===== config.mk =====
export PLATFORM = sky130hd
export DESIGN_NAME = scs_top
export DESIGN_NICKNAME = d
export VERILOG_FILES = /design/src/hdl/scs_pkg.sv /design/src/hdl/scs_in_sync.sv /design/src/hdl/scs_top.sv /design/src/hdl/scs_trig_sel.sv
export SDC_FILE = /design/constraint.sdc
export NUM_CORES = 1
export LEC_CHECK = 0
export ABC_CLOCK_PERIOD_IN_PS = 5500
export BUFFER_PORTS_ARGS = -buffer_cell sky130_fd_sc_hd__buf_2
export CAP_MARGIN = 20
export CORE_ASPECT_RATIO = 0.7
export CORE_MARGIN = 2
export CORE_UTILIZATION = 55
export DETAILED_ROUTE_END_ITERATION = 6
export PLACE_DENSITY = 0.85
export SLEW_MARGIN = 20
export SYNTH_ARGS = -nofsm -noshare
export SYNTH_HDL_FRONTEND = slang
export SYNTH_HIERARCHICAL = 1
export SYNTH_SLANG_ARGS = --single-unit

===== constraint.sdc =====
create_clock -name i_clk_sys -period 5.5 [get_ports i_clk_sys]
set_input_delay 0.275 -clock i_clk_sys [delete_from_list [all_inputs] [get_ports i_clk_sys]]
set_output_delay 0.275 -clock i_clk_sys [all_outputs]
set_load 0.01 [all_outputs]

===== src/hdl/scs_pkg.sv =====
// Servo command scaling package
`default_nettype none
package scs_pkg;
	// Register offsets, one 16-bit word each
	localparam logic [15:0] ADDR_UNIT_SCALING = 16'h023f;
	localparam logic [15:0] ADDR_MIX_MODE     = 16'h0240;
	localparam logic [15:0] ADDR_SPECIAL      = 16'h0241;
	localparam logic [15:0] ADDR_RSVD_A       = 16'h0242;
	localparam logic [15:0] ADDR_RSVD_B       = 16'h0243;
	localparam logic [15:0] ADDR_RSVD_C       = 16'h0244;
	localparam logic [15:0] RST_UNIT_SCALING  = 16'h0000;
	localparam logic [15:0] RST_MIX_MODE      = 16'h0000;
	localparam logic [15:0] RST_SPECIAL       = 16'h0000;

	// Field positions
	localparam int SCL_SPEED_DEC_BIT = 0;
	localparam int SCL_PERR_BIT      = 4;
	localparam int MIX_LO            = 0;
	localparam int SF_SPD_EDGE_BIT   = 0;
	localparam int SF_TRQ_EDGE_BIT   = 1;
	localparam int SF_FAST_NC_BIT    = 2;
	localparam int SF_FAST_FN_LO     = 3;
	localparam int SF_PULSE_OFF_BIT  = 6;
	localparam int SF_CLAMP_SPD_BIT  = 10;

	// Scales and display codes
	localparam logic [3:0]  SPEED_DEC_FACTOR = 4'ha;
	localparam logic [6:0]  PERR_COARSE_MUL  = 7'h64;
	localparam logic [4:0]  DISP_LATCH_PULSES = 5'h0f;
	localparam logic [4:0]  DISP_LATCH_TURNS  = 5'h10;

	// Filter and pulse window timing
	localparam int CLK_PERIOD_NS  = 8;
	localparam int DI_FILT_MIN_NS = 400000;
	localparam int DI_FILT_CYC    = (DI_FILT_MIN_NS + CLK_PERIOD_NS - 1) / CLK_PERIOD_NS;
	localparam int PULSE_WIN_NS   = 1000000;
	localparam int PULSE_WIN_CYC  = PULSE_WIN_NS / CLK_PERIOD_NS;
	localparam int PULSE_MAX_KPPS = 570;
	localparam int PULSE_MAX_CNT  = PULSE_MAX_KPPS * PULSE_WIN_NS / 1000000;
	localparam int CNT_W          = 17;
	localparam int PCNT_W         = 12;

	// Synchronised input vector layout
	localparam int DI_SPEED_SELECT_INPUT_0  = 0;
	localparam int DI_TORQUE_SELECT_INPUT_0  = 2;
	localparam int DI_TORQUE_LIMIT_ACTIVATE_INPUT = 4;
	localparam int DI_NSEL  = 5;
	localparam int DI_PSEL  = 6;
	localparam int DI_CLAMP = 7;
	localparam int DI_EIGHT = 8;
	localparam int DI_PULSE = 9;
	localparam int DI_W     = 10;
	localparam int DI_ORD_W = 9;

	typedef enum logic [1:0] {
		MIX_OFF = 2'b00,
		MIX_ABS = 2'b01,
		MIX_POS = 2'b10,
		MIX_NEG = 2'b11
	} scs_mix_e;

	typedef enum logic [1:0] {
		FAST_OFF     = 2'b00,
		FAST_LATCH   = 2'b01,
		FAST_INHIBIT = 2'b10,
		FAST_RSVD    = 2'b11
	} scs_fast_e;

	typedef struct packed {
		logic        wr;
		logic        rd;
		logic [15:0] addr;
		logic [15:0] wdata;
	} scs_par_req_s;

	typedef struct packed {
		logic [15:0] pos;
		logic [15:0] neg;
	} scs_tq_lim_s;
endpackage
`default_nettype wire


===== src/hdl/scs_in_sync.sv =====
// Three-stage input synchroniser
`default_nettype none
module scs_in_sync #(
	parameter int W = 1
) (
	input  wire logic         i_clk_sys,
	input  wire logic         i_rst,
	input  wire logic [W-1:0] i_async,
	output logic      [W-1:0] o_sync
);
	logic [W-1:0] ff1_r;
	logic [W-1:0] ff2_r;
	logic [W-1:0] ff3_r;

	// Shift chain
	always_ff @(posedge i_clk_sys) begin
		if (i_rst) begin
			ff1_r <= '0;
			ff2_r <= '0;
			ff3_r <= '0;
		end else begin
			ff1_r <= i_async;
			ff2_r <= ff1_r;
			ff3_r <= ff2_r;
		end
	end

	// Change once stages two and three agree
	always_ff @(posedge i_clk_sys) begin
		if (i_rst) begin
			o_sync <= '0;
		end else begin
			o_sync <= (ff3_r & ~(ff2_r ^ ff3_r)) | (o_sync & (ff2_r ^ ff3_r));
		end
	end
endmodule
`default_nettype wire


===== src/hdl/scs_top.sv =====
// Servo command scaling and special functions
// How it works
// Speed presets in 1 or 0.1 r/min
// Decimal scaling skips speed limit
// Error threshold unit 1 or 100 pulses
// Mode 0 off; mode 1 min of |ref|
// Mode 2: positive ref only, negative zeroes
// Mode 3: negative ref only, positive zeroes
// Limit selects use internal limits
// Speed select by level or rising edge
// Torque select by level or rising edge
// Fast input replaces input eight; 00 disables
// Fast input contact type from bit 2
// Select 01 latches position, shown 15/16
// Select 10: fast inhibit
// Pulse rate over 570 kpps alarms, maskable
// Reserved bits written as zero
// Clamp holds position or forces zero speed
// Clamp needs speed mode, input, low command
// Edge mode holds until next edge
`default_nettype none
module scs_top #(
	parameter int P_DI_FILT_CYC   = scs_pkg::DI_FILT_CYC,
	parameter int P_PULSE_WIN_CYC = scs_pkg::PULSE_WIN_CYC
) (
	input  wire logic                 i_clk_sys,
	input  wire logic                 i_rst,
	// Parameter access
	input  wire scs_pkg::scs_par_req_s i_par_req,
	output logic               [15:0] o_par_rdata,
	output logic                      o_par_ack,
	output logic                      o_par_err,
	// Pins
	input  wire logic                 i_speed_select_input_0,
	input  wire logic                 i_speed_select_input_1,
	input  wire logic                 i_torque_select_input_0,
	input  wire logic                 i_torque_select_input_1,
	input  wire logic                 i_torque_limit_activate_input,
	input  wire logic                 i_negative_limit_select_input,
	input  wire logic                 i_positive_limit_select_input,
	input  wire logic                 i_zero_clamp,
	input  wire logic                 i_digital_input_eight,
	input  wire logic                 i_pulse_cmd,
	// Drive values
	input  wire logic                 i_speed_mode,
	input  wire logic signed   [19:0] i_analog_speed,
	input  wire logic signed   [15:0] i_int_speed_1,
	input  wire logic signed   [15:0] i_int_speed_2,
	input  wire logic signed   [15:0] i_int_speed_3,
	input  wire logic          [15:0] i_speed_limit,
	input  wire logic          [15:0] i_clamp_thr,
	input  wire logic          [15:0] i_perr_thr,
	input  wire logic          [23:0] i_perr_abs,
	input  wire logic signed   [15:0] i_torque_ref,
	input  wire scs_pkg::scs_tq_lim_s i_src_limit,
	input  wire scs_pkg::scs_tq_lim_s i_int_limit,
	input  wire logic          [31:0] i_motor_pos,
	input  wire logic          [15:0] i_motor_turns,
	input  wire logic           [4:0] i_display_sel,
	input  wire logic                 i_alarm_clr,
	// Results
	output logic signed        [19:0] o_speed_cmd,
	output logic               [15:0] o_speed_limit,
	output logic                [1:0] o_speed_sel,
	output logic                [1:0] o_torque_sel,
	output logic               [23:0] o_perr_thr_pulses,
	output logic                      o_perr_warn,
	output scs_pkg::scs_tq_lim_s      o_tq_limit,
	output logic                      o_tq_limit_en,
	output logic                      o_di8_level,
	output logic                      o_inhibit,
	output logic               [31:0] o_latch_pulses,
	output logic               [15:0] o_latch_turns,
	output logic                      o_latch_event,
	output logic               [31:0] o_display_val,
	output logic                      o_abnormal_pulse_alarm,
	output logic                      o_clamp_active,
	output logic                      o_pos_hold,
	output logic                      o_ramp_keep
);
	localparam logic [scs_pkg::CNT_W-1:0] FILT_LAST =
		scs_pkg::CNT_W'(P_DI_FILT_CYC - 1);
	localparam logic [scs_pkg::CNT_W-1:0] WIN_LAST =
		scs_pkg::CNT_W'(P_PULSE_WIN_CYC - 1);
	localparam logic [scs_pkg::PCNT_W-1:0] PULSE_LIM =
		scs_pkg::PCNT_W'(scs_pkg::PULSE_MAX_CNT);

	// Magnitude
	function automatic logic [19:0] abs20(input logic signed [19:0] v);
		abs20 = v[19] ? 20'(-v) : 20'(v);
	endfunction

	// Smaller limit
	function automatic logic [15:0] min16(input logic [15:0] a, input logic [15:0] b);
		min16 = (a < b) ? a : b;
	endfunction

	// Preset to 0.1 r/min
	function automatic logic signed [19:0] scale_speed(
		input logic signed [15:0] raw,
		input logic               dec
	);
		logic signed [19:0] ext;
		ext = 20'(raw);
		scale_speed = dec ? ext : 20'(ext * $signed({1'b0, scs_pkg::SPEED_DEC_FACTOR}));
	endfunction

	logic [15:0] unit_scaling_r;
	logic [15:0] mix_mode_r;
	logic [15:0] special_r;
	logic [15:0] rdata_nxt;
	logic        hit;

	logic [scs_pkg::DI_W-1:0]     di_sync;
	logic [scs_pkg::DI_ORD_W-1:0] di_prev_r;
	logic [scs_pkg::DI_ORD_W-1:0] di_filt_r;
	logic [scs_pkg::CNT_W-1:0]    filt_cnt_r;

	logic               dec_mode;
	logic               perr_coarse;
	scs_pkg::scs_mix_e  mix_mode;
	scs_pkg::scs_fast_e fast_fn;
	logic               fast_on;

	// Register map decode
	assign hit = (i_par_req.addr >= scs_pkg::ADDR_UNIT_SCALING) &&
		(i_par_req.addr <= scs_pkg::ADDR_RSVD_C);

	// Control words; reserved ignore writes
	always_ff @(posedge i_clk_sys) begin
		if (i_rst) begin
			unit_scaling_r <= scs_pkg::RST_UNIT_SCALING;
			mix_mode_r     <= scs_pkg::RST_MIX_MODE;
			special_r      <= scs_pkg::RST_SPECIAL;
		end else if (i_par_req.wr) begin
			case (i_par_req.addr)
				scs_pkg::ADDR_UNIT_SCALING: unit_scaling_r <= i_par_req.wdata;
				scs_pkg::ADDR_MIX_MODE:     mix_mode_r     <= i_par_req.wdata;
				scs_pkg::ADDR_SPECIAL:      special_r      <= i_par_req.wdata;
				default: ;
			endcase
		end
	end

	// Unused words read zero
	always_comb begin
		case (i_par_req.addr)
			scs_pkg::ADDR_UNIT_SCALING: rdata_nxt = unit_scaling_r;
			scs_pkg::ADDR_MIX_MODE:     rdata_nxt = mix_mode_r;
			scs_pkg::ADDR_SPECIAL:      rdata_nxt = special_r;
			default:                    rdata_nxt = 16'h0000;
		endcase
	end

	// Answer one cycle later
	always_ff @(posedge i_clk_sys) begin
		if (i_rst) begin
			o_par_rdata <= 16'h0000;
			o_par_ack   <= 1'b0;
			o_par_err   <= 1'b0;
		end else begin
			o_par_ack <= i_par_req.wr | i_par_req.rd;
			o_par_err <= (i_par_req.wr | i_par_req.rd) & ~hit;
			if (i_par_req.rd) begin
				o_par_rdata <= rdata_nxt;
			end
		end
	end

	// Fields
	assign dec_mode    = unit_scaling_r[scs_pkg::SCL_SPEED_DEC_BIT];
	assign perr_coarse = unit_scaling_r[scs_pkg::SCL_PERR_BIT];
	assign mix_mode    = scs_pkg::scs_mix_e'(mix_mode_r[scs_pkg::MIX_LO +: 2]);
	assign fast_fn     = scs_pkg::scs_fast_e'(special_r[scs_pkg::SF_FAST_FN_LO +: 2]);
	assign fast_on     = (fast_fn != scs_pkg::FAST_OFF);

	// Pin synchroniser
	scs_in_sync #(
		.W (scs_pkg::DI_W)
	) u_sync (
		.i_clk_sys (i_clk_sys),
		.i_rst     (i_rst),
		.i_async   ({i_pulse_cmd, i_digital_input_eight, i_zero_clamp,
			i_positive_limit_select_input, i_negative_limit_select_input,
			i_torque_limit_activate_input, i_torque_select_input_1,
			i_torque_select_input_0, i_speed_select_input_1,
			i_speed_select_input_0}),
		.o_sync    (di_sync)
	);

	// Shared filter counter: small, but one busy pin delays all
	always_ff @(posedge i_clk_sys) begin
		if (i_rst) begin
			di_prev_r  <= '0;
			di_filt_r  <= '0;
			filt_cnt_r <= '0;
		end else begin
			di_prev_r <= di_sync[scs_pkg::DI_ORD_W-1:0];
			if (di_sync[scs_pkg::DI_ORD_W-1:0] != di_prev_r) begin
				filt_cnt_r <= '0;
			end else if (filt_cnt_r != FILT_LAST) begin
				filt_cnt_r <= filt_cnt_r + 1'b1;
			end else begin
				di_filt_r <= di_prev_r;
			end
		end
	end

	// Command select latches
	scs_trig_sel u_spd_sel (
		.i_clk_sys   (i_clk_sys),
		.i_rst       (i_rst),
		.i_sel       (di_filt_r[scs_pkg::DI_SPEED_SELECT_INPUT_0 +: 2]),
		.i_edge_mode (special_r[scs_pkg::SF_SPD_EDGE_BIT]),
		.o_sel       (o_speed_sel)
	);

	scs_trig_sel u_trq_sel (
		.i_clk_sys   (i_clk_sys),
		.i_rst       (i_rst),
		.i_sel       (di_filt_r[scs_pkg::DI_TORQUE_SELECT_INPUT_0 +: 2]),
		.i_edge_mode (special_r[scs_pkg::SF_TRQ_EDGE_BIT]),
		.o_sel       (o_torque_sel)
	);

	// Analog on 00, else presets
	logic signed [19:0] spd_sel;
	logic        [20:0] clamp_lim;
	logic               clamp_cond;

	always_comb begin
		case (o_speed_sel)
			2'h1:    spd_sel = scale_speed(i_int_speed_1, dec_mode);
			2'h2:    spd_sel = scale_speed(i_int_speed_2, dec_mode);
			2'h3:    spd_sel = scale_speed(i_int_speed_3, dec_mode);
			default: spd_sel = i_analog_speed;
		endcase
	end

	// Threshold r/min to 0.1 r/min
	assign clamp_lim  = 21'(i_clamp_thr) * 21'(scs_pkg::SPEED_DEC_FACTOR);
	assign clamp_cond = i_speed_mode && di_filt_r[scs_pkg::DI_CLAMP] &&
		({1'b0, abs20(spd_sel)} < clamp_lim);

	// Clamp outcome
	always_ff @(posedge i_clk_sys) begin
		if (i_rst) begin
			o_speed_cmd    <= 20'sh00000;
			o_speed_limit  <= 16'h0000;
			o_clamp_active <= 1'b0;
			o_pos_hold     <= 1'b0;
			o_ramp_keep    <= 1'b0;
		end else begin
			o_speed_limit  <= i_speed_limit;
			o_clamp_active <= clamp_cond;
			o_pos_hold     <= clamp_cond & ~special_r[scs_pkg::SF_CLAMP_SPD_BIT];
			o_ramp_keep    <= clamp_cond & special_r[scs_pkg::SF_CLAMP_SPD_BIT];
			if (clamp_cond && special_r[scs_pkg::SF_CLAMP_SPD_BIT]) begin
				o_speed_cmd <= 20'sh00000;
			end else begin
				o_speed_cmd <= spd_sel;
			end
		end
	end

	// Error threshold in pulses
	logic [23:0] perr_thr;

	assign perr_thr = perr_coarse ?
		24'(i_perr_thr) * 24'(scs_pkg::PERR_COARSE_MUL) : 24'(i_perr_thr);

	always_ff @(posedge i_clk_sys) begin
		if (i_rst) begin
			o_perr_thr_pulses <= 24'h000000;
			o_perr_warn       <= 1'b0;
		end else begin
			o_perr_thr_pulses <= perr_thr;
			o_perr_warn       <= i_perr_abs > perr_thr;
		end
	end

	// Separate selects use internal limits
	logic [15:0]          pl_eff;
	logic [15:0]          nl_eff;
	logic [15:0]          tref_mag;
	logic                 tref_pos;
	scs_pkg::scs_tq_lim_s lim_nxt;

	assign pl_eff   = di_filt_r[scs_pkg::DI_PSEL] ? i_int_limit.pos : i_src_limit.pos;
	assign nl_eff   = di_filt_r[scs_pkg::DI_NSEL] ? i_int_limit.neg : i_src_limit.neg;
	assign tref_mag = abs20(20'(i_torque_ref))[15:0];
	assign tref_pos = ~i_torque_ref[15];

	// Limit mixing
	always_comb begin
		lim_nxt.pos = pl_eff;
		lim_nxt.neg = nl_eff;
		case (mix_mode)
			scs_pkg::MIX_OFF: ;
			scs_pkg::MIX_ABS: begin
				lim_nxt.pos = min16(tref_mag, pl_eff);
				lim_nxt.neg = min16(tref_mag, nl_eff);
			end
			scs_pkg::MIX_POS: begin
				if (tref_pos) begin
					lim_nxt.pos = min16(tref_mag, pl_eff);
				end else begin
					lim_nxt.pos = 16'h0000;
					lim_nxt.neg = 16'h0000;
				end
			end
			scs_pkg::MIX_NEG: begin
				if (tref_pos && tref_mag != 16'h0000) begin
					lim_nxt.pos = 16'h0000;
					lim_nxt.neg = 16'h0000;
				end else begin
					lim_nxt.neg = min16(tref_mag, nl_eff);
				end
			end
			default: ;
		endcase
	end

	always_ff @(posedge i_clk_sys) begin
		if (i_rst) begin
			o_tq_limit    <= '0;
			o_tq_limit_en <= 1'b0;
		end else begin
			o_tq_limit    <= lim_nxt;
			o_tq_limit_en <= di_filt_r[scs_pkg::DI_TORQUE_LIMIT_ACTIVATE_INPUT] |
				di_filt_r[scs_pkg::DI_NSEL] | di_filt_r[scs_pkg::DI_PSEL];
		end
	end

	// Fast input skips filter
	logic fast_act;
	logic fast_prev_r;
	logic fast_edge;

	assign fast_act  = di_sync[scs_pkg::DI_EIGHT] ^ special_r[scs_pkg::SF_FAST_NC_BIT];
	assign fast_edge = fast_act & ~fast_prev_r;

	always_ff @(posedge i_clk_sys) begin
		if (i_rst) begin
			fast_prev_r <= 1'b0;
			o_inhibit   <= 1'b0;
			o_di8_level <= 1'b0;
		end else begin
			fast_prev_r <= fast_act;
			o_inhibit   <= (fast_fn == scs_pkg::FAST_INHIBIT) & fast_act;
			o_di8_level <= di_filt_r[scs_pkg::DI_EIGHT] & ~fast_on;
		end
	end

	// Latch on fast edge
	always_ff @(posedge i_clk_sys) begin
		if (i_rst) begin
			o_latch_pulses <= 32'h00000000;
			o_latch_turns  <= 16'h0000;
			o_latch_event  <= 1'b0;
		end else begin
			o_latch_event <= 1'b0;
			if (fast_fn == scs_pkg::FAST_LATCH && fast_edge) begin
				o_latch_pulses <= i_motor_pos;
				o_latch_turns  <= i_motor_turns;
				o_latch_event  <= 1'b1;
			end
		end
	end

	// Display of latch
	always_ff @(posedge i_clk_sys) begin
		if (i_rst) begin
			o_display_val <= 32'h00000000;
		end else begin
			case (i_display_sel)
				scs_pkg::DISP_LATCH_PULSES: o_display_val <= o_latch_pulses;
				scs_pkg::DISP_LATCH_TURNS:  o_display_val <= 32'(o_latch_turns);
				default:                    o_display_val <= 32'h00000000;
			endcase
		end
	end

	// Edges per fixed window
	logic                       pulse_prev_r;
	logic [scs_pkg::CNT_W-1:0]  win_cnt_r;
	logic [scs_pkg::PCNT_W-1:0] pcnt_r;
	logic                       pulse_off;
	logic                       over_rate;

	assign pulse_off = special_r[scs_pkg::SF_PULSE_OFF_BIT];
	assign over_rate = (win_cnt_r == WIN_LAST) && (pcnt_r > PULSE_LIM);

	always_ff @(posedge i_clk_sys) begin
		if (i_rst) begin
			pulse_prev_r <= 1'b0;
			win_cnt_r    <= '0;
			pcnt_r       <= '0;
		end else begin
			pulse_prev_r <= di_sync[scs_pkg::DI_PULSE];
			if (win_cnt_r == WIN_LAST) begin
				win_cnt_r <= '0;
				pcnt_r    <= '0;
			end else begin
				win_cnt_r <= win_cnt_r + 1'b1;
				// Saturate, never wrap
				if (di_sync[scs_pkg::DI_PULSE] && !pulse_prev_r && !(&pcnt_r)) begin
					pcnt_r <= pcnt_r + 1'b1;
				end
			end
		end
	end

	// Sticky; detection beats clear
	always_ff @(posedge i_clk_sys) begin
		if (i_rst) begin
			o_abnormal_pulse_alarm <= 1'b0;
		end else if (pulse_off) begin
			o_abnormal_pulse_alarm <= 1'b0;
		end else if (over_rate) begin
			o_abnormal_pulse_alarm <= 1'b1;
		end else if (i_alarm_clr) begin
			o_abnormal_pulse_alarm <= 1'b0;
		end
	end
endmodule
`default_nettype wire


===== src/hdl/scs_trig_sel.sv =====
// Command select latch, by level or by rising edge
`default_nettype none
module scs_trig_sel (
	input  wire logic       i_clk_sys,
	input  wire logic       i_rst,
	input  wire logic [1:0] i_sel,
	input  wire logic       i_edge_mode,
	output logic      [1:0] o_sel
);
	logic [1:0] prev_r;
	logic       rise;

	assign rise = |(i_sel & ~prev_r);

	// Previous combination
	always_ff @(posedge i_clk_sys) begin
		if (i_rst) begin
			prev_r <= 2'h0;
		end else begin
			prev_r <= i_sel;
		end
	end

	// Edge mode holds until next rise
	always_ff @(posedge i_clk_sys) begin
		if (i_rst) begin
			o_sel <= 2'h0;
		end else if (!i_edge_mode || rise) begin
			o_sel <= i_sel;
		end
	end
endmodule
`default_nettype wire


==> summary.log, run 1 <==
INFO  pwr            peakVddDrop=0.228mV
INFO  setup_path     reg2reg_setup_slack=330ps
INFO  setup_path     critical_path.most_common_cell=ha_1
INFO  place          place_inst=3524
INFO  die            chipWidth=239um
INFO  clock_network  number_of_clock_buffers_inserted_by_tritoncts=35
INFO  timing         period_share=94.5%
INFO  timing         max_slew.worst_pin.slew=981ps
INFO  yosys          mappedNetlistArea=21300squm
INFO  die            initial_core_util=55.6%
INFO  detailed_routing antenna_left=0
INFO  clock_network  cts_tree=yes
INFO  global_routing antenna_found_initial=5
INFO  detailed_routing detail_route.wl_per_cell=20.6um
INFO  timing         final.hold.worst_slack=18.2ps
INFO  hold_path      worstHoldStart=i_par_req[8]
INFO  timing         final_setup_violation_count=0
INFO  yosys          seq_area_frac_synth=33.8%
INFO  yosys          synth.avg_cell_area=8.54squm
INFO  outcome        run_status=finished, final reports clean
INFO  timing         timing.slew.headroom=34.1%
INFO  timing         worst_slack=302ps
INFO  setup_path     critical_path.max_stage_delay=390ps
INFO  timing         fin_worst_skew=16.9ps
INFO  finish         num-fill-cells=2943
INFO  hold_path      whs_endpoint=special_r[8]
INFO  place          place_ws=-116ps
INFO  timing         timing_hold_violations_final=0
INFO  place          port_buffers=522
INFO  flow_run       drv.max_cap_violation_count=0
INFO  yosys          ys_seq_elements=360
INFO  die            floorplan.die.height=169um
INFO  timing         min_period=5200ps
INFO  timing         grt_setup_unrepaired=false
INFO  clock_network  h-tree-depth=2
INFO  setup_path     r2r_cells=20
INFO  timing         report.final.slew_viol_count=0
INFO  timing         finalSetupTns=0ps
INFO  yosys          yosys.cell_types.count=90
INFO  setup_path     critPathKind=input port to register
INFO  finish         drive_gt1_share=22.4%
INFO  die            io_pins=524
INFO  yosys          synth.top_cells.by_count=360 x dfxtp_1, 310 x nand2_1, 244 x ha_1
INFO  timing         max_freq=192MHz
INFO  clock_network  ctsRootBufferMaster=clkbuf_16
INFO  detailed_routing via_per_inst=5.87
INFO  global_routing grt_max_degree=186
INFO  pwr            p_leak=12.4nW
INFO  global_routing grt_remaining_overflow=0
INFO  clock_network  clkLatencyLatePin=550ps
INFO  setup_path     timing.critical_path.slowest_stage_cell=fa_1
INFO  setup_path     crit-reg2reg-capture=o_speed_cmd[15]
INFO  yosys          ys_dominant_reg_cell=dfxtp_1
INFO  yosys          synth-warning-count=6
INFO  setup_path     cp-end-kind=register
INFO  yosys          netlist_top_cells_area=dfxtp_1 34%, ha_1 14%, nand2_1 5.5%
INFO  die            rows=60
INFO  clock_network  cts.sinks=360
INFO  global_routing grt_pass1_wl=116000um
INFO  place          place.gp.congestion=0.998
INFO  setup_path     cp-startpoint=i_int_speed_2[1]
INFO  hold_path      hold_path.class=input port to register
INFO  detailed_routing dr_vias=21.6k
INFO  finish         syn2layout_area_growth=26.0%
INFO  setup_path     crit-reg2reg-launch=unit_scaling_r[0]
INFO  pwr            pwr_density_cell=250nW/um^2
INFO  detailed_routing drt-pass1-iter-count=6
INFO  detailed_routing route.final.wire_length=75600um
INFO  clock_network  clkTransAtPathRegs=70ps
INFO  die            core_region_area=38400squm
INFO  clock_network  postCtsSetupRepairBufs=0
INFO  hold_path      min_delay_path_depth=3
INFO  setup_path     critPathMaxFanout=11
INFO  setup_path     worst_ep_arrival_time=5620ps
INFO  global_routing grtUsageTotal=36.1%
INFO  finish         final-instance-count-excl-fill=3672
INFO  yosys          number_of_flops_mapped_to_enable_cells_by_yosys=0
INFO  finish         design.final.nets=3699
INFO  detailed_routing dr.first_iter.drc_count=2175
INFO  yosys          nets_in_the_synthesized_netlist=3078
INFO  global_routing via_count_of_the_first_global_routing_pass=20.9k
INFO  die            die_ar=40400squm
INFO  place          hpwlAfterDp=57100um
INFO  yosys          synthMostInstantiatedCell=dfxtp_1
INFO  detailed_routing drc_errors=0
INFO  setup_path     worstPathRequired=5920ps
INFO  yosys          asyncSetResetFlopFracSynth=0%
INFO  setup_path     startpoint_type=input port
INFO  yosys          yosysTopAreaCell=dfxtp_1
INFO  yosys          postSynthCellCount=2498
INFO  clock_network  clock_path_buffers=3
INFO  yosys          yosysTopAreaCellShare=33.8%
-- worst max-delay path, delay by kind of cell --
kind	cells	cell delay, ps
buf+inv	4	600
simple gates	4	510
fa+ha+maj	4	1160
xor+xnor	2	420
compound gates	11	2640
-- flip-flops by register name, indices dropped and copies added, names as in the netlist, 17 cells and up, named ones only --
name and flops:
o_display_val 32, o_tq_limit 32, o_speed_cmd 20, o_perr_thr_pulses 23, o_latch_pulses 32, filt_cnt_r 17, win_cnt_r 17
-- metal layers --
metal	up-vias	GRT usage (%)	share of wire (%)
li1	10000	-	-
met1	10200	50.1	43
met2	1092	54.8	43
met3	239	9.36	10
met4	6	11.8	3.5
met5	-	0	0.046
-- logic make-up after synthesis --
family                   share of synthesized area, %
adder cells (fa/ha/maj)                          15.7
AND/OR/NAND/NOR                                  19.8
other                                          0.0176
buffers and inverters                            4.04
multiplexers                                     4.34
XOR/XNOR                                         5.46
flip-flops                                       33.8
AO/OA/AOI/OAI                                    16.8
-- cells in the final DEF, fill, tap and decap left out, drive strengths merged, types with 25 or more instances in the layout --
cell type      n
buf          606
dfxtp        360
nand2        310
ha           244
nor2         217
a21oi        194
inv          110
o21ai        106
nor2b        103
mux2i         88
dlygate4sd3   84
xnor2         67
xor2          66
clkbuf        48
nand3         43
a21o          38
a211oi        35
and3          35
and2          27
nor3          25
-- metrics by stage --
stage               utilization (%)  total power, mW  area (sq um)
floorplan                         -             3.68         21300
global placement               64.7             4.19         24800
detailed placement             64.7             4.22         24800
CTS                            69.9             6.68         26800
global route                   70.1             7.00         26900
finish                         70.1             6.72         26900
-- layout make-up --
class | instances | area, sq um | area share, %
Multi-Input combinational cell | 1922 | 13300 | 49.5
Sequential cell | 360 | 7210 | 26.8
Timing Repair Buffer | 691 | 4160 | 15.5
Clock buffer | 47 | 971 | 3.61
Tap cell | 527 | 659 | 2.45
Inverter | 109 | 409 | 1.52
Clock inverter | 14 | 174 | 0.647
Antenna cell | 2 | 5.00 | 0.0186
-- how the worst max path moves through the flow --
stage / end / slack [ps]
3_5_place_dp: o_speed_cmd[13] / -120
5_1_grt: o_speed_cmd[15] / 30
2_1_floorplan: o_speed_cmd[1] / 550
6_report: o_speed_cmd[15] / 300
3_3_place_gp: o_speed_cmd[16] / -40
4_1_cts: o_speed_cmd[16] / 310
-- where the power goes --
group / total [mW] / leakage (nW) / switching, mW / internal [mW]
Clock: 2.44 / 0.560 / 1.09 / 1.36
Combinational: 1.59 / 8.93 / 0.898 / 0.689
Sequential: 2.69 / 2.93 / 0.0254 / 2.66
Total: 6.72 / 12.4 / 2.01 / 4.71
-- timing repair --
item	4_1_cts	5_1_grt
hold endpoints to repair	99	0
endpoints found under the setup margin	0	20
hold buffers	84	0
resized for setup	0	5
Note: power is estimated with default switching activity, not from simulation.
==> run 2: changes to the inputs <==
--- a/config.mk
+++ b/config.mk
@@ -10,9 +10,9 @@
 export CAP_MARGIN = 20
 export CORE_ASPECT_RATIO = 0.7
 export CORE_MARGIN = 2
-export CORE_UTILIZATION = 55
+export CORE_UTILIZATION = 50
 export DETAILED_ROUTE_END_ITERATION = 6
-export PLACE_DENSITY = 0.85
+export PLACE_DENSITY = 0.84
 export SLEW_MARGIN = 20
 export SYNTH_ARGS = -nofsm -noshare
 export SYNTH_HDL_FRONTEND = slang
==> summary.log, run 2 (same netlist as run 1, synthesis figures left out) <==
INFO  setup_path     worst_ep_arrival_time=5830ps [+210 ps]
INFO  setup_path     cp-end-kind=register
INFO  clock_network  clkLatencyLatePin=550ps [about the same]
INFO  setup_path     startpoint_type=register
INFO  timing         min_period=5390ps [+193 ps]
INFO  setup_path     critPathKind=register to register
INFO  setup_path     crit-reg2reg-capture=o_speed_cmd[18]
INFO  global_routing grt_remaining_overflow=0 [unchanged]
INFO  detailed_routing dr_vias=21.9k [+1.4%]
INFO  outcome        run_status=finished, final reports clean
INFO  hold_path      whs_endpoint=mix_mode_r[6]
INFO  clock_network  clock_path_buffers=3 [unchanged]
INFO  global_routing grt_pass1_wl=117000um [+1.3%]
INFO  flow_run       drv.max_cap_violation_count=0 [unchanged]
INFO  clock_network  ctsRootBufferMaster=clkbuf_16
INFO  timing         final_setup_violation_count=0 [unchanged]
INFO  setup_path     critical_path.max_stage_delay=870ps [+480 ps]
INFO  timing         max_slew.worst_pin.slew=1060ps [+80.4 ps]
INFO  global_routing antenna_found_initial=3 [-2]
INFO  setup_path     crit-reg2reg-launch=u_spd_sel/o_sel[1]
INFO  finish         layout_top_registers=o_display_val x32, o_latch_pulses x32, o_tq_limit x32
INFO  place          hpwlAfterDp=59400um [+4.0%]
INFO  pwr            p_leak=12.6nW [+1.8%]
INFO  clock_network  cts.sinks=360 [unchanged]
INFO  die            die_ar=44400squm [+9.8%]
INFO  finish         drive_gt1_share=23.5% [+1.1 points]
INFO  die            io_pins=524 [unchanged]
INFO  setup_path     path_cells=buf_12 > mux2i_1 > o21ai_0 > a221oi_1 > ha_1 > and2_1 > and4_1 > buf_4 > nor2_1 > xnor2_1 > ha_1 > nand4_1 > nor2_1 > and3_1 > o21ai_0 > a21oi_1 > o22ai_2 > a21oi_1 > a311oi_1 > or2_4 > buf_12 > nor2_1
INFO  setup_path     r2r_cells=22 [+10%]
INFO  setup_path     cp_top_family=compound AO/OA/AOI/OAI gates
INFO  die            floorplan.die.height=177um [+4.8%]
INFO  timing         max_freq=185MHz [-3.6%]
INFO  global_routing via_count_of_the_first_global_routing_pass=20.7k [-0.70%]
INFO  timing         fin_worst_skew=38.3ps [+21.4 ps]
INFO  setup_path     worstPathRequired=5940ps [+20 ps]
INFO  global_routing grtUsageTotal=33.6% [-2.6 points]
INFO  clock_network  h-tree-depth=2 [unchanged]
INFO  finish         fin_util=64.5% [-5.5 points]
INFO  setup_path     crit_buf_inv=3 [-1]
INFO  place          port_buffers=522 [unchanged]
INFO  setup_path     critPathMaxFanout=37 [+26]
INFO  timing         report.final.slew_viol_count=0 [unchanged]
INFO  timing         final.hold.worst_slack=20.5ps [+2.23 ps]
INFO  detailed_routing via_per_inst=5.85 [-0.38%]
INFO  finish         design.final.nets=3738 [+1.1%]
INFO  hold_path      worstHoldStart=i_par_req[6]
INFO  timing         grt_setup_unrepaired=false
INFO  hold_path      min_delay_path_depth=3 [unchanged]
INFO  place          place.gp.congestion=1.11 [+11%]
INFO  detailed_routing drc_errors=0 [unchanged]
INFO  global_routing grt_max_degree=93 [-50%]
INFO  detailed_routing dr.first_iter.drc_count=2236 [+2.8%]
INFO  die            core_region_area=42300squm [+10%]
INFO  detailed_routing antenna_left=0 [unchanged]
INFO  clock_network  clkTransAtPathRegs=60ps [about the same]
INFO  finish         final_common_cell=buf_2
INFO  detailed_routing detail_route.wl_per_cell=20.9um [+1.5%]
INFO  die            rows=63 [+5.0%]
INFO  die            initial_core_util=50.5% [-5.1 points]
INFO  die            chipWidth=251um [+4.8%]
INFO  timing         timing_hold_violations_final=0 [unchanged]
INFO  timing         period_share=98.0% [+3.5 points]
INFO  detailed_routing drt-pass1-iter-count=6 [unchanged]
INFO  pwr            peakVddDrop=0.225mV [-1.3%]
INFO  hold_path      hold_path.class=input port to register
INFO  finish         syn2layout_area_growth=27.8%
INFO  clock_network  number_of_clock_buffers_inserted_by_tritoncts=36 [+2.9%]
INFO  detailed_routing route.final.wire_length=78100um [+3.3%]
INFO  clock_network  cts_tree=yes
INFO  setup_path     reg2reg_setup_slack=110ps [-220 ps]
INFO  pwr            pwr_density_cell=252nW/um^2 [+0.65%]
INFO  timing         timing.slew.headroom=28.6% [-5.5 points]
INFO  setup_path     timing.critical_path.slowest_stage_cell=a221oi_1
INFO  finish         layout_common_cells=521 x buf_2, 359 x dfxtp_1, 310 x nand2_1
INFO  setup_path     critical_path.most_common_cell=nor2_1
-- run 2: tightest hold or removal path, delay by kind of cell --
kind / cells / cell delay, ps
and+or+nand+nor: 1 / 50
buffers and inverters: 1 / 120
AOI/OAI and AO/OA: 1 / 50
-- run 2: cell type report --
| type | instances | area [sq um] |
|---|---|---|
| diodes | 2 | 5.00 |
| clock buffers | 46 | 998 |
| clock inverters | 17 | 218 |
| fillers | 3471 | 15000 |
| inverters | 109 | 409 |
| multi-input cells | 1922 | 13300 |
| flip-flops and latches | 360 | 7210 |
| well taps | 552 | 691 |
| repair buffers | 729 | 4430 |
-- run 2: repair_timing --
| item | CTS | global route |
|---|---|---|
| buffers inserted | 0 | 1 |
| resized for setup | 0 | 6 |
| setup endpoints to repair | 0 | 20 |
| hold buffers | 87 | 0 |
| hold endpoints to repair | 106 | 0 |
-- run 2: per-stage QoR --
stage	area, sq um	TNS [ps]	setup WS [ps]	std cells	power (mW)
after global placement	25100	-2080	-147	3584	4.20
after floorplan	21300	0	550	2498	3.68
final	27300	0	109	3737	6.86
after CTS	27200	0	285	3734	6.83
after global routing	27300	0	5.99	3737	7.15
after detailed placement	25100	-3340	-205	3584	4.25
-- run 2: how the worst max path moves through the flow --
stage / from / endpoint / slack, ps / cells after the start
2_1_floorplan: i_int_speed_2[6] / o_speed_cmd[1] / 550 / 23
3_3_place_gp: i_int_speed_2[1] / o_speed_cmd[1] / -150 / 23
3_5_place_dp: i_int_speed_2[1] / o_speed_cmd[1] / -200 / 23
4_1_cts: i_int_speed_2[1] / o_speed_cmd[1] / 290 / 23
5_1_grt: i_int_speed_3[1] / o_speed_cmd[1] / 6 / 23
6_report: u_spd_sel/o_sel[1] / o_speed_cmd[18] / 110 / 22
-- run 2: power by group --
group | total (mW) | switching (mW) | internal, mW
Combinational | 1.62 | 0.915 | 0.707
Sequential | 2.69 | 0.0247 | 2.66
Clock | 2.55 | 1.10 | 1.45
-- run 2: routing by layer --
metal / global-route usage (%) / vias to the layer above / part of all wire, %
li1: - / 10100 / -
met1: 46.1 / 10400 / 43
met2: 51.2 / 1163 / 42
met3: 10.0 / 209 / 11
met4: 9.25 / 0 / 3.1
met5: 0 / - / 0
